--- src/hsp_defines.svh ---
// Constants for the host port, strap and shared pin block
// Assumes inclusion by bare name from the block's module
`ifndef HSP_DEFINES_SVH
`define HSP_DEFINES_SVH
`define HSP_LANE_LO 2'h1
`define HSP_LANE_HI 2'h2
`define HSP_LANE_BOTH 2'h3
`define HSP_FIFO_KEEP 7'h03
`define HSP_ZERO32 32'h0000_0000
`define HSP_LO_HALF 15:0
`define HSP_HI_HALF 31:16
`define HSP_HALF_BIT 0
`endif

--- src/hsp_pkg.sv ---
// Types shared by the host port, strap and shared pin block
// Assumes the defines header is on the include path
`default_nettype none
package hsp_pkg;
  typedef enum logic [2:0] {
    HSP_IDLE = 3'h1,
    HSP_READ = 3'h2,
    HSP_WRITE = 3'h4
  } hsp_state_type;
  typedef enum logic [1:0] {
    HSP_PIN_EEPROM = 2'h0,
    HSP_PIN_GPO = 2'h1,
    HSP_PIN_MON_A = 2'h2,
    HSP_PIN_MON_B = 2'h3
  } hsp_pin_mode_type;
  typedef struct packed {
    logic valid;
    logic write;
    logic fifo;
    logic [1:0] lanes;
    logic [6:0] addr;
    logic [31:0] wdata;
  } hsp_acc_type;
  typedef struct packed {
    logic sel_n;
    logic rd_n;
    logic wr_n;
    logic fifo_sel;
    logic [6:0] addr;
    logic [31:0] data;
    logic ee_data;
    logic speed;
  } hsp_pins_type;
  typedef struct packed {
    logic speed100;
    logic full_duplex;
    logic autoneg;
  } hsp_link_type;
  typedef struct packed {
    logic cs;
    logic clk;
    logic dout;
    logic doe;
  } hsp_ee_ctl_type;
endpackage
`default_nettype wire

--- src/hsp_host_port.sv ---
// Host port, reset straps and shared EEPROM pins of the controller
// Assumes pins arrive asynchronously and internal ports share clk_in
`timescale 1ns/1ps
`default_nettype none
`include "hsp_defines.svh"
module hsp_host_port
  import hsp_pkg::*;
(
  input wire logic clk_in,
  input wire logic rst_n_in,
  input wire logic host_select_n_in,
  input wire logic host_read_strobe_n_in,
  input wire logic host_write_strobe_n_in,
  input wire logic fifo_select_in,
  input wire logic [6:0] host_addr_in,
  input wire logic [31:0] host_data_in,
  output logic [31:0] host_data_out,
  output logic host_data_hi_oe_out,
  output logic host_data_lo_oe_out,
  output logic host_data_hi_pulldown_en_out,
  output hsp_acc_type acc_out,
  input wire logic [31:0] acc_rdata_in,
  input wire logic low_power_in,
  output logic wake_req_out,
  input wire logic [3:0] irq_sources_in,
  input wire logic [3:0] irq_enable_in,
  input wire logic irq_active_high_in,
  input wire logic irq_open_drain_in,
  output logic irq_out,
  output logic irq_oe_out,
  input wire logic speed_strap_in,
  output logic bus_wide_out,
  output hsp_link_type link_cfg_out,
  input wire logic eeprom_data_pin_in,
  output logic eeprom_data_pin_out,
  output logic eeprom_data_pin_oe_out,
  output logic eeprom_select_pin_out,
  output logic eeprom_clock_pin_out,
  input wire hsp_pin_mode_type data_pin_mode_in,
  input wire hsp_pin_mode_type clock_pin_mode_in,
  input wire hsp_ee_ctl_type ee_ctl_in,
  output logic ee_din_out,
  input wire logic general_output_three_in,
  input wire logic general_output_four_in,
  input wire logic mii_tx_en_in,
  input wire logic mii_tx_clk_in,
  input wire logic mii_rx_dv_in,
  input wire logic mii_rx_clk_in,
  input wire logic auto_cross_en_in,
  input wire logic cross_detect_in,
  input wire logic cross_manual_in,
  output logic pair_swap_out
);

  // ----------------------------------------
  // Pin synchronisers
  // ----------------------------------------
  hsp_pins_type pins_raw;
  hsp_pins_type pins_s1_reg;
  hsp_pins_type pins_s2_reg;
  assign pins_raw = '{sel_n: host_select_n_in, rd_n: host_read_strobe_n_in,
                      wr_n: host_write_strobe_n_in, fifo_sel: fifo_select_in,
                      addr: host_addr_in, data: host_data_in,
                      ee_data: eeprom_data_pin_in, speed: speed_strap_in};
  always_ff @(posedge clk_in)
  begin
    pins_s1_reg <= pins_raw;
    pins_s2_reg <= pins_s1_reg;
  end

  // ----------------------------------------
  // Access decode
  // ----------------------------------------
  wire logic rd_req;
  wire logic wr_req;
  wire logic [6:0] dec_addr;
  wire logic [1:0] dec_lanes;
  wire logic [31:0] dec_wdata;
  logic bus_wide_reg;
  assign rd_req = !pins_s2_reg.sel_n && !pins_s2_reg.rd_n;
  assign wr_req = !pins_s2_reg.sel_n && !pins_s2_reg.wr_n;
  assign dec_addr = pins_s2_reg.fifo_sel ?
                    (pins_s2_reg.addr & `HSP_FIFO_KEEP) : pins_s2_reg.addr;
  assign dec_lanes = bus_wide_reg ? `HSP_LANE_BOTH :
                     (pins_s2_reg.addr[`HSP_HALF_BIT] ? `HSP_LANE_HI : `HSP_LANE_LO);
  assign dec_wdata = bus_wide_reg ? pins_s2_reg.data :
                     {pins_s2_reg.data[`HSP_LO_HALF], pins_s2_reg.data[`HSP_LO_HALF]};

  // ----------------------------------------
  // Access state machine
  // ----------------------------------------
  hsp_state_type state_reg;
  hsp_state_type state_next;
  hsp_acc_type acc_reg;
  hsp_acc_type acc_next;
  logic [31:0] data_out_reg;
  logic [31:0] data_out_next;
  logic [31:0] wdata_reg;
  wire logic [31:0] rd_view;
  assign rd_view = (bus_wide_reg || !acc_reg.addr[`HSP_HALF_BIT]) ? acc_rdata_in :
                   {acc_rdata_in[`HSP_HI_HALF], acc_rdata_in[`HSP_HI_HALF]};
  always_comb
  begin
    state_next = state_reg;
    acc_next = acc_reg;
    acc_next.valid = 1'b0;
    data_out_next = data_out_reg;
    unique case (state_reg)
      HSP_IDLE:
      begin
        if (rd_req)
        begin
          state_next = HSP_READ;
          acc_next = '{valid: 1'b1, write: 1'b0, fifo: pins_s2_reg.fifo_sel,
                       lanes: dec_lanes, addr: dec_addr, wdata: `HSP_ZERO32};
        end
        else if (wr_req)
          state_next = HSP_WRITE;
      end
      HSP_READ:
      begin
        data_out_next = rd_view;
        if (!rd_req)
          state_next = HSP_IDLE;
      end
      HSP_WRITE:
      begin
        if (!wr_req)
        begin
          // Data is the last word latched while the strobe was still low
          state_next = HSP_IDLE;
          acc_next = '{valid: 1'b1, write: 1'b1, fifo: pins_s2_reg.fifo_sel,
                       lanes: dec_lanes, addr: dec_addr, wdata: wdata_reg};
        end
      end
    endcase
  end
  always_ff @(posedge clk_in)
  begin
    if (!rst_n_in)
    begin
      state_reg <= HSP_IDLE;
      acc_reg <= '0;
      data_out_reg <= `HSP_ZERO32;
      wdata_reg <= `HSP_ZERO32;
    end
    else
    begin
      state_reg <= state_next;
      acc_reg <= acc_next;
      data_out_reg <= data_out_next;
      wdata_reg <= (state_reg == HSP_WRITE && wr_req) ? dec_wdata : wdata_reg;
    end
  end

  // ----------------------------------------
  // Data drive, wake and straps
  // ----------------------------------------
  logic lo_oe_reg;
  logic hi_oe_reg;
  logic wake_reg;
  logic strap_done_reg;
  logic pd_en_reg;
  hsp_link_type link_reg;
  always_ff @(posedge clk_in)
  begin
    if (!rst_n_in)
    begin
      lo_oe_reg <= 1'b0;
      hi_oe_reg <= 1'b0;
      wake_reg <= 1'b0;
      strap_done_reg <= 1'b0;
      bus_wide_reg <= 1'b0;
      pd_en_reg <= 1'b1;
      link_reg <= '0;
    end
    else
    begin
      lo_oe_reg <= (state_next == HSP_READ);
      hi_oe_reg <= (state_next == HSP_READ) && bus_wide_reg;
      wake_reg <= low_power_in && wr_req;
      strap_done_reg <= 1'b1;
      if (!strap_done_reg)
      begin
        bus_wide_reg <= pins_s2_reg.ee_data;
        pd_en_reg <= !pins_s2_reg.ee_data;
        link_reg <= '{speed100: pins_s2_reg.speed, full_duplex: 1'b0,
                      autoneg: pins_s2_reg.speed};
      end
    end
  end
  // ----------------------------------------
  // Interrupt pin
  // ----------------------------------------
  logic irq_reg;
  logic irq_oe_reg;
  wire logic irq_event;
  wire logic irq_level;
  assign irq_event = |(irq_sources_in & irq_enable_in);
  assign irq_level = irq_active_high_in ? irq_event : !irq_event;
  always_ff @(posedge clk_in)
  begin
    if (!rst_n_in)
    begin
      irq_reg <= 1'b0;
      irq_oe_reg <= 1'b0;
    end
    else
    begin
      irq_reg <= irq_open_drain_in ? 1'b0 : irq_level;
      irq_oe_reg <= irq_open_drain_in ? !irq_level : 1'b1;
    end
  end

  // ----------------------------------------
  // Shared EEPROM pins and crossover
  // ----------------------------------------
  logic ee_do_reg;
  logic ee_oe_reg;
  logic ee_cs_reg;
  logic ee_clk_reg;
  logic ee_din_reg;
  logic swap_reg;
  wire logic ee_owned;
  wire logic data_pin_val;
  wire logic clock_pin_val;
  assign ee_owned = (data_pin_mode_in == HSP_PIN_EEPROM) &&
                    (clock_pin_mode_in == HSP_PIN_EEPROM);
  assign data_pin_val = (data_pin_mode_in == HSP_PIN_EEPROM) ? ee_ctl_in.dout :
                        (data_pin_mode_in == HSP_PIN_GPO) ? general_output_three_in :
                        (data_pin_mode_in == HSP_PIN_MON_A) ? mii_tx_en_in :
                        mii_tx_clk_in;
  assign clock_pin_val = (clock_pin_mode_in == HSP_PIN_EEPROM) ? ee_ctl_in.clk :
                         (clock_pin_mode_in == HSP_PIN_GPO) ? general_output_four_in :
                         (clock_pin_mode_in == HSP_PIN_MON_A) ? mii_rx_dv_in :
                         mii_rx_clk_in;
  always_ff @(posedge clk_in)
  begin
    if (!rst_n_in)
    begin
      ee_do_reg <= 1'b0;
      ee_oe_reg <= 1'b0;
      ee_cs_reg <= 1'b0;
      ee_clk_reg <= 1'b0;
      ee_din_reg <= 1'b0;
      swap_reg <= 1'b0;
    end
    else
    begin
      ee_do_reg <= data_pin_val;
      // Repurposed pin always drives; never an input
      ee_oe_reg <= (data_pin_mode_in == HSP_PIN_EEPROM) ? ee_ctl_in.doe : 1'b1;
      ee_cs_reg <= ee_owned && ee_ctl_in.cs;
      ee_clk_reg <= clock_pin_val;
      ee_din_reg <= pins_s2_reg.ee_data;
      swap_reg <= (auto_cross_en_in && cross_detect_in) || cross_manual_in;
    end
  end

  assign host_data_out = data_out_reg;
  assign host_data_hi_oe_out = hi_oe_reg;
  assign host_data_lo_oe_out = lo_oe_reg;
  assign host_data_hi_pulldown_en_out = pd_en_reg;
  assign acc_out = acc_reg;
  assign wake_req_out = wake_reg;
  assign irq_out = irq_reg;
  assign irq_oe_out = irq_oe_reg;
  assign bus_wide_out = bus_wide_reg;
  assign link_cfg_out = link_reg;
  assign eeprom_data_pin_out = ee_do_reg;
  assign eeprom_data_pin_oe_out = ee_oe_reg;
  assign eeprom_select_pin_out = ee_cs_reg;
  assign eeprom_clock_pin_out = ee_clk_reg;
  assign ee_din_out = ee_din_reg;
  assign pair_swap_out = swap_reg;
endmodule
`default_nettype wire

--- config.mk ---
export PLATFORM = sky130hd
export DESIGN_NAME = hsp_host_port
export DESIGN_NICKNAME = d
export VERILOG_FILES = /design/src/hsp_pkg.sv /design/src/hsp_host_port.sv
export VERILOG_INCLUDE_DIRS = /design/src
export SDC_FILE = /design/constraint.sdc
export NUM_CORES = 1
export LEC_CHECK = 0
export BUFFER_PORTS_ARGS = -buffer_cell sky130_fd_sc_hd__buf_4
export CAP_MARGIN = 20
export CORE_ASPECT_RATIO = 0.9
export CORE_MARGIN = 2
export CORE_UTILIZATION = 38
export CTS_BUF_LIST = sky130_fd_sc_hd__clkbuf_4
export DETAILED_ROUTE_END_ITERATION = 8
export GPL_TIMING_DRIVEN = 0
export PLACE_DENSITY = 0.61
export SYNTH_ARGS = -nofsm -noshare
export SYNTH_HDL_FRONTEND = slang
export SYNTH_SLANG_ARGS = --single-unit
--- constraint.sdc ---
create_clock -name clk_in -period 4.1 [get_ports clk_in]
set_input_delay 0.615 -clock clk_in [delete_from_list [all_inputs] [get_ports clk_in]]
set_output_delay 0.615 -clock clk_in [all_outputs]
set_load 0.1 [all_outputs]
==> impl_metrics.yaml, run 1 <==
sta:
  period_share_pct: 49.12
  setup_violations: 0
  timing.fmax_ghz: 0.4965
  tns_ns: 0
  slew_viol_final: 0
  grt_setup_unrepaired: "no"
  min_period_ns: 2.014
  holdWs_ns: 0.06268
  skew_ns: 0.04187
  tightest_slew_ns: 0.7702
  maxSlewHeadroom_pct: 48.66
  finalHoldViolations: 0
critical_path:
  cp-end-kind: "output pin"
  cpMostUsedCell: "buf_4"
  path_cells: "buf_4 > buf_4"
  critPathLaunchType: "flip-flop"
  worst_path_dominant_cell_family: "buffers and inverters"
  worst-setup-path-type: "flip-flop to output pin"
  ff2ff_path_depth: 6
  worstPathRequired_ns: 3.48
  crit_path_max_incr_delay_ns: 0.36
  crit_slowest_cell: "dfxtp_1"
  crit_path_max_fanout: 3
  worstReg2RegStart: "state_reg[2]$_SDFF_PN0_"
  r2r-end: "acc_out[11]$_SDFFE_PN0P_"
  cp.arrival_ns: 1.40
  r2r_slack_ns: 2.38
  critPathBufInv: 2
die:
  die_width_um: 142.7
  core_area_mm2: 0.01689
  ios: 199
  start_util_pct: 38.93
  die_h_um: 128.8
  rows: 45
  die_area_mm2: 0.01837
grt:
  grt_remaining_overflow: 0
  grt_use_total_pct: 17.80
  antenna_found_initial: 1
  grt_first_pass_wirelength_mm: 25.67
  grt_pass1_vias: 5221
  grt_max_degree: 16
finish:
  areaGrowthSynthToFinish_pct: 40.44
  drive_gt1_share_pct: 35.27
  fin_nets: 955
  stdcell_count: 1105
  postLayoutCellArea_mm2: 0.009234
logic_synthesis:
  ys_seq_area_share_pct: 65.77
  synth_seq_cells: 216
  synth_top_area_cell: "dfxtp_1"
  synth_ff_type: "dfxtp_1"
  syn_avg_cell_area_um2: 11.38
  synth_fp_nets: 685
  ys_types: 42
  synth-edff-count: 0
  syn_area_mm2: 0.006575
  yosys-top-cells-area: "dfxtp_1 (66%), mux2i_1 (6.4%), nand2_1 (4.5%)"
  yosysTopAreaCellShare_pct: 65.77
  synthCells: 578
  async_flop_share_pct: 0
  synth_warnings: 0
clock_network:
  cts_root_buffer: "clkbuf_4"
  clkLatencyLatePin_ns: 0.66
  numCtsBuffers: 54
  path_clk_slew_ns: 0.06
  cts_tree: "yes"
  cts_setup_buffers: 0
  clock_sinks: 216
  htree_levels: 2
  cts_buffer_depth: 3
hold_path:
  hold_path_depth: 1
  hold_path_end: "pins_s1_reg[1]$_DFF_P_"
  min_path_type: "input pin to flip-flop"
  holdCritStartpoint: "eeprom_data_pin_in"
detailed_routing:
  num_vias: 5135
  wire_per_inst_um: 14.86
  drtIter0Drc: 234
  antenna_left: 0
  drc_errors: 0
  wirelength_mm: 16.42
  first_pass_iters: 4
  vias_per_cell: 4.647
power_and_ir_drop:
  peakVddDrop_v: 0.0002383
  leakage_nw: 4.039
  powerDensity_mw_per_mm2: 489.7
  power_mw: 4.522
flow_run:
  maxCapViolCount: 0
place:
  placed_cell_area_mm2: 0.008318
  dp_hpwl_mm: 12.12
  dp.cells: 986
  io_buffer_count: 197
  gp_congestion: 0.8004
run_status:
  status: "complete, no violations"
Yosys cell counts, types with 2 or more instances:
master	number
dfxtp_1	216
nand2_1	79
mux2i_1	42
a21oi_1	40
nor2_1	40
a22o_1	33
a211oi_1	32
clkbuf_1	14
buf_2	10
buf_4	6
and2_1	5
buf_6	5
o21ai_0	5
buf_1	4
inv_1	4
nand2b_1	4
nand3b_1	4
nor3_1	4
and3_1	3
nor2b_1	3
mux4_2	2
nand3_1	2
or2_2	2
layer usage:
| metal | vias up | track usage (%) | wire [µm] |
|---|---|---|---|
| met5 | - | 0 | 0 |
| met4 | 0 | 7.863 | 312 |
| met3 | 21 | 4.280 | 1150 |
| met2 | 183 | 30.88 | 8016 |
| met1 | 2361 | 21.05 | 6941 |
| li1 | 2570 | - | - |
cell usage in the layout, fill, tap and decap left out, types with 2 or more instances in the layout:
cell type	n
and3_1	3
nand3_1	2
nor2_1	40
buf_6	5
dlygate4sd3_1	17
bufinv_16	2
buf_4	203
clkinv_2	2
a22o_1	33
o21ai_0	5
clkbuf_4	81
or2_2	2
nor2b_1	3
nand2_1	79
a211oi_1	32
buf_2	10
nand3b_1	4
nor3_1	4
clkinv_1	15
inv_1	4
nand2b_1	4
buf_1	4
mux4_2	2
a21oi_1	40
and2_1	5
mux2i_1	42
dfxtp_1	216
clkbuf_1	14
through the flow:
stage | setup slack (ns) | utilization (%)
floorplan | 1.988 | -
global placement | 1.635 | 49.24
detailed placement | 1.553 | 49.24
CTS | 2.018 | 54.65
global route | 1.988 | 54.67
finish | 2.086 | 54.67
kinds of logic (layout without fill, tap and decap cells):
| logic type | after synthesis | count (layout) | synth area share (%) |
|---|---|---|---|
| AO/OA/AOI/OAI | 120 | 120 | 12.94 |
| XOR/XNOR | 1 | 1 | 0.1332 |
| buffers and inverters | 43 | 358 | 3.558 |
| flip-flops | 216 | 216 | 65.77 |
| multiplexers | 44 | 44 | 7.079 |
| other | 1 | 2 | 0.05703 |
| AND/OR/NAND/NOR | 153 | 153 | 10.47 |
area by class of cell:
class                      count  area, µm²
antenna                        1      2.502
sequential                   216       4324
multi-input combinational    319       2017
buffer                        39      219.0
timing repair buffer         214       1649
tap                          211      264.0
fill                        1529       7657
inverter                       4      15.01
clock buffer                  81      608.1
clock inverter                20      135.1
how the worst max path moves through the flow:
| stage | endpoint | slack (ns) | cells past startpoint | from |
|---|---|---|---|---|
| 2_1_floorplan | wdata_reg[24]$_SDFFE_PN0P_ | 1.99 | 4 | bus_wide_out$_SDFFE_PN0N_ |
| 3_3_place_gp | irq_out$_SDFF_PP0_ | 1.64 | 6 | rst_n_in |
| 3_5_place_dp | irq_out$_SDFF_PP0_ | 1.55 | 6 | rst_n_in |
| 4_1_cts | link_cfg_out[2] | 2.02 | 2 | link_cfg_out[0]$_SDFFE_PN0N_ |
| 5_1_grt | link_cfg_out[2] | 1.99 | 2 | link_cfg_out[0]$_SDFFE_PN0N_ |
| 6_report | link_cfg_out[2] | 2.09 | 2 | link_cfg_out[0]$_SDFFE_PN0N_ |
what timing repair did:
item | in CTS | in global routing
hold buffers | 17 | 0
gates resized for setup | 0 | 0
hold endpoints to repair | 17 | 0
report_power, final:
part	internal, mW	switching, mW
clock	1.04	0.827
sequential	2.17	0.0311
combinational	0.165	0.291
Power figures use the tool's default switching activity.
==> inputs of run 2 (changes only) <==
--- a/config.mk
+++ b/config.mk
@@ -6,6 +6,7 @@
 export SDC_FILE = /design/constraint.sdc
 export NUM_CORES = 1
 export LEC_CHECK = 0
+export ABC_AREA = 1
 export BUFFER_PORTS_ARGS = -buffer_cell sky130_fd_sc_hd__buf_4
 export CAP_MARGIN = 20
 export CORE_ASPECT_RATIO = 0.9
==> constraint.sdc (replaced) <==
create_clock -name clk_in -period 1.9 [get_ports clk_in]
set_input_delay 0.285 -clock clk_in [delete_from_list [all_inputs] [get_ports clk_in]]
set_output_delay 0.285 -clock clk_in [all_outputs]
set_load 0.1 [all_outputs]
==> run 2 against run 1 <==
  * Worst setup slack worse by 1.9 ns
  * Utilization is 3.3 points higher
  * Sequential share of layout area is 4.6 points lower
  * Highest routed layer unchanged
==> impl_metrics.yaml, run 2 <==
clock_network:
  htree_levels: 2
  cts_root_buffer: "clkbuf_4"
  path_clk_slew_ns: 0.06
  numCtsBuffers: 53
  cts_tree: "yes"
  cts_setup_buffers: 0
  clock_sinks: 216
  clkLatencyLatePin_ns: 0.64
  cts_buffer_depth: 3
sta:
  slew_viol_final: 0
  setup_violations: 0
  timing.fmax_ghz: 0.5678
  period_share_pct: 92.69
  tns_ns: 0
  setup_slack_ns: 0.1389
  maxSlewHeadroom_pct: 53.22
  grt_setup_unrepaired: "no"
  tightest_slew_ns: 0.7017
  finalHoldViolations: 0
  skew_ns: 0.02051
  min_period_ns: 1.761
grt:
  grt_first_pass_wirelength_mm: 30.25
  grt_use_total_pct: 19.40
  grt_max_degree: 16
  antenna_found_initial: 1
  grt_remaining_overflow: 0
  grt_pass1_vias: 6237
finish:
  final_common_cell: "dfxtp_1"
  final_cell_mix: "dfxtp_1 (215), buf_4 (206), nand2_1 (170)"
  fin_nets: 1226
  stdcell_count: 1391
  drive_gt1_share_pct: 28.35
  areaGrowthSynthToFinish_pct: 48.66
power_and_ir_drop:
  powerDensity_mw_per_mm2: 912.2
  leakage_nw: 4.708
  peakVddDrop_v: 0.0005499
run_status:
  status: "complete, no violations"
detailed_routing:
  wirelength_mm: 18.87
  first_pass_iters: 7
  antenna_left: 0
  num_vias: 6207
  wire_per_inst_um: 13.56
  drc_errors: 0
  vias_per_cell: 4.462
  drtIter0Drc: 269
place:
  gp_congestion: 0.7774
  dp_hpwl_mm: 12.79
  place_ws_ns: 0.08031
  dp.cells: 1206
  io_buffer_count: 197
critical_path:
  r2r-end: "host_data_out[0]$_SDFFE_PN0P_"
  cp-end-kind: "flip-flop"
  critPathLaunchType: "input pin"
  worst_path_dominant_cell_family: "buffers and inverters"
  ff2ff_path_depth: 7
  worstReg2RegStart: "bus_wide_out$_SDFFE_PN0N_"
  critPathBufInv: 5
  worstPathRequired_ns: 2.44
  crit_path_max_fanout: 10
  r2r_slack_ns: 0.17
  crit_slowest_cell: "dlygate4sd3_1"
  path_depth: 7
  worst-setup-path-type: "input pin to flip-flop"
  crit_path_max_incr_delay_ns: 0.57
  path_cells: "dlygate4sd3_1 > buf_4 > buf_2 > buf_2 > o21ai_0 > dlygate4sd3_1 > o31ai_1"
  cp.arrival_ns: 2.30
logic_synthesis:
  synth-edff-count: 0
  yosysTopAreaCellShare_pct: 62.80
  synth_top_area_cell: "dfxtp_1"
  synth_fp_nets: 876
  synth_seq_cells: 216
  synth_ff_type: "dfxtp_1"
  ys_seq_area_share_pct: 62.80
  yosysMostFrequentCell: "dfxtp_1"
  yosys-top-cells-area: "dfxtp_1 (63%), nand2_1 (9.3%), a21oi_1 (6.5%)"
  synth_warnings: 0
  async_flop_share_pct: 0
  syn_area_mm2: 0.006885
  ys_types: 29
  synthCells: 769
  ys_top_cells_by_count: "dfxtp_1 (216), nand2_1 (170), a21oi_1 (90)"
  syn_avg_cell_area_um2: 8.954
die:
  core_area_mm2: 0.01767
  start_util_pct: 38.97
  die_area_mm2: 0.01921
  die_width_um: 145.9
  rows: 46
  ios: 199
  die_h_um: 131.7
hold_path:
  hold_path_end: "irq_oe_out$_SDFF_PN0_"
  min_path_type: "input pin to flip-flop"
  hold_path_depth: 7
  holdCritStartpoint: "irq_enable_in[0]"
flow_run:
  maxCapViolCount: 0
run 2: cell count changes after synthesis, sizes merged, moves of 32 or more:
cell,before,now
a211oi,32,0
a22o,33,0
nand2,79,175
nand3,2,45
nor2,42,98
a21oi,41,90
mux2i,42,0
o21ai,6,59
run 2: power breakdown:
part / total [mW] / switching (mW) / internal [mW]
sequential: 4.76 / 0.0648 / 4.70
clock: 3.36 / 1.71 / 1.65
combinational: 1.22 / 0.765 / 0.450
total: 9.34 / 2.54 / 6.79
run 2: through the flow:
step	power, mW	util [%]	hold WS [ns]	cell area [µm²]
2_1_floorplan	5.532	-	0.3096	6887
3_3_place_gp	5.907	49.04	0.3101	8666
3_5_place_dp	5.916	49.04	0.3121	8666
4_1_cts	9.472	57.91	0.03058	10230
5_1_grt	9.798	57.93	0.08282	10240
6_report	9.337	57.93	0.09787	10240
run 2: cells by family (layout without fill, tap and decap cells):
kind of cell / after synthesis / in the layout / synth area share [%]
simple gates: 326 / 326 / 20.10
flops: 216 / 216 / 62.80
compound gates: 151 / 151 / 11.03
buf+inv: 75 / 456 / 6.015
other cells: 1 / 2 / 0.05446
run 2: routing by layer:
| metal | up-vias | wire (µm) | global-route usage [%] |
|---|---|---|---|
| li1 | 3201 | - | - |
| met1 | 2774 | 8195 | 23.99 |
| met2 | 200 | 8957 | 32.63 |
| met3 | 32 | 1318 | 5.174 |
| met4 | 0 | 393 | 7.026 |
| met5 | - | 0 | 0 |
run 2: cell type report:
class	count	area, µm²
Clock buffer	67	503.0
Tap cell	240	300.3
Buffer	46	304.0
Timing Repair Buffer	295	2460
Fill cell	1652	7433
Multi-Input combinational cell	478	2147
Clock inverter	19	82.58
Inverter	29	111.4
Antenna cell	1	2.502
Sequential cell	216	4325
run 2: worst max-delay path by stage:
stage | from | endpoint | slack, ns
after global placement | rst_n_in | acc_out[0]$_SDFFE_PN0P_ | 0.13
after floorplan | acc_out[32]$_SDFFE_PN0P_ | host_data_out[12]$_SDFFE_PN0P_ | 0.17
final | rst_n_in | eeprom_clock_pin_out$_SDFF_PN0_ | 0.14
after detailed placement | rst_n_in | acc_out[5]$_SDFFE_PN0P_ | 0.08
after global routing | bus_wide_out$_SDFFE_PN0N_ | host_data_out[1]$_SDFFE_PN0P_ | 0.05
after CTS | rst_n_in | eeprom_clock_pin_out$_SDFF_PN0_ | 0.05
run 2: timing repair:
item,in CTS,in global routing
setup endpoints to repair,0,1
gates resized for setup,0,2
endpoints found under the hold margin,86,0
hold buffers,98,0
run 2: tightest hold or removal path, delay by kind of cell:
family                 cells  cell delay [ns]
buffers and inverters      1             0.08
AND/OR/NAND/NOR            6             0.34
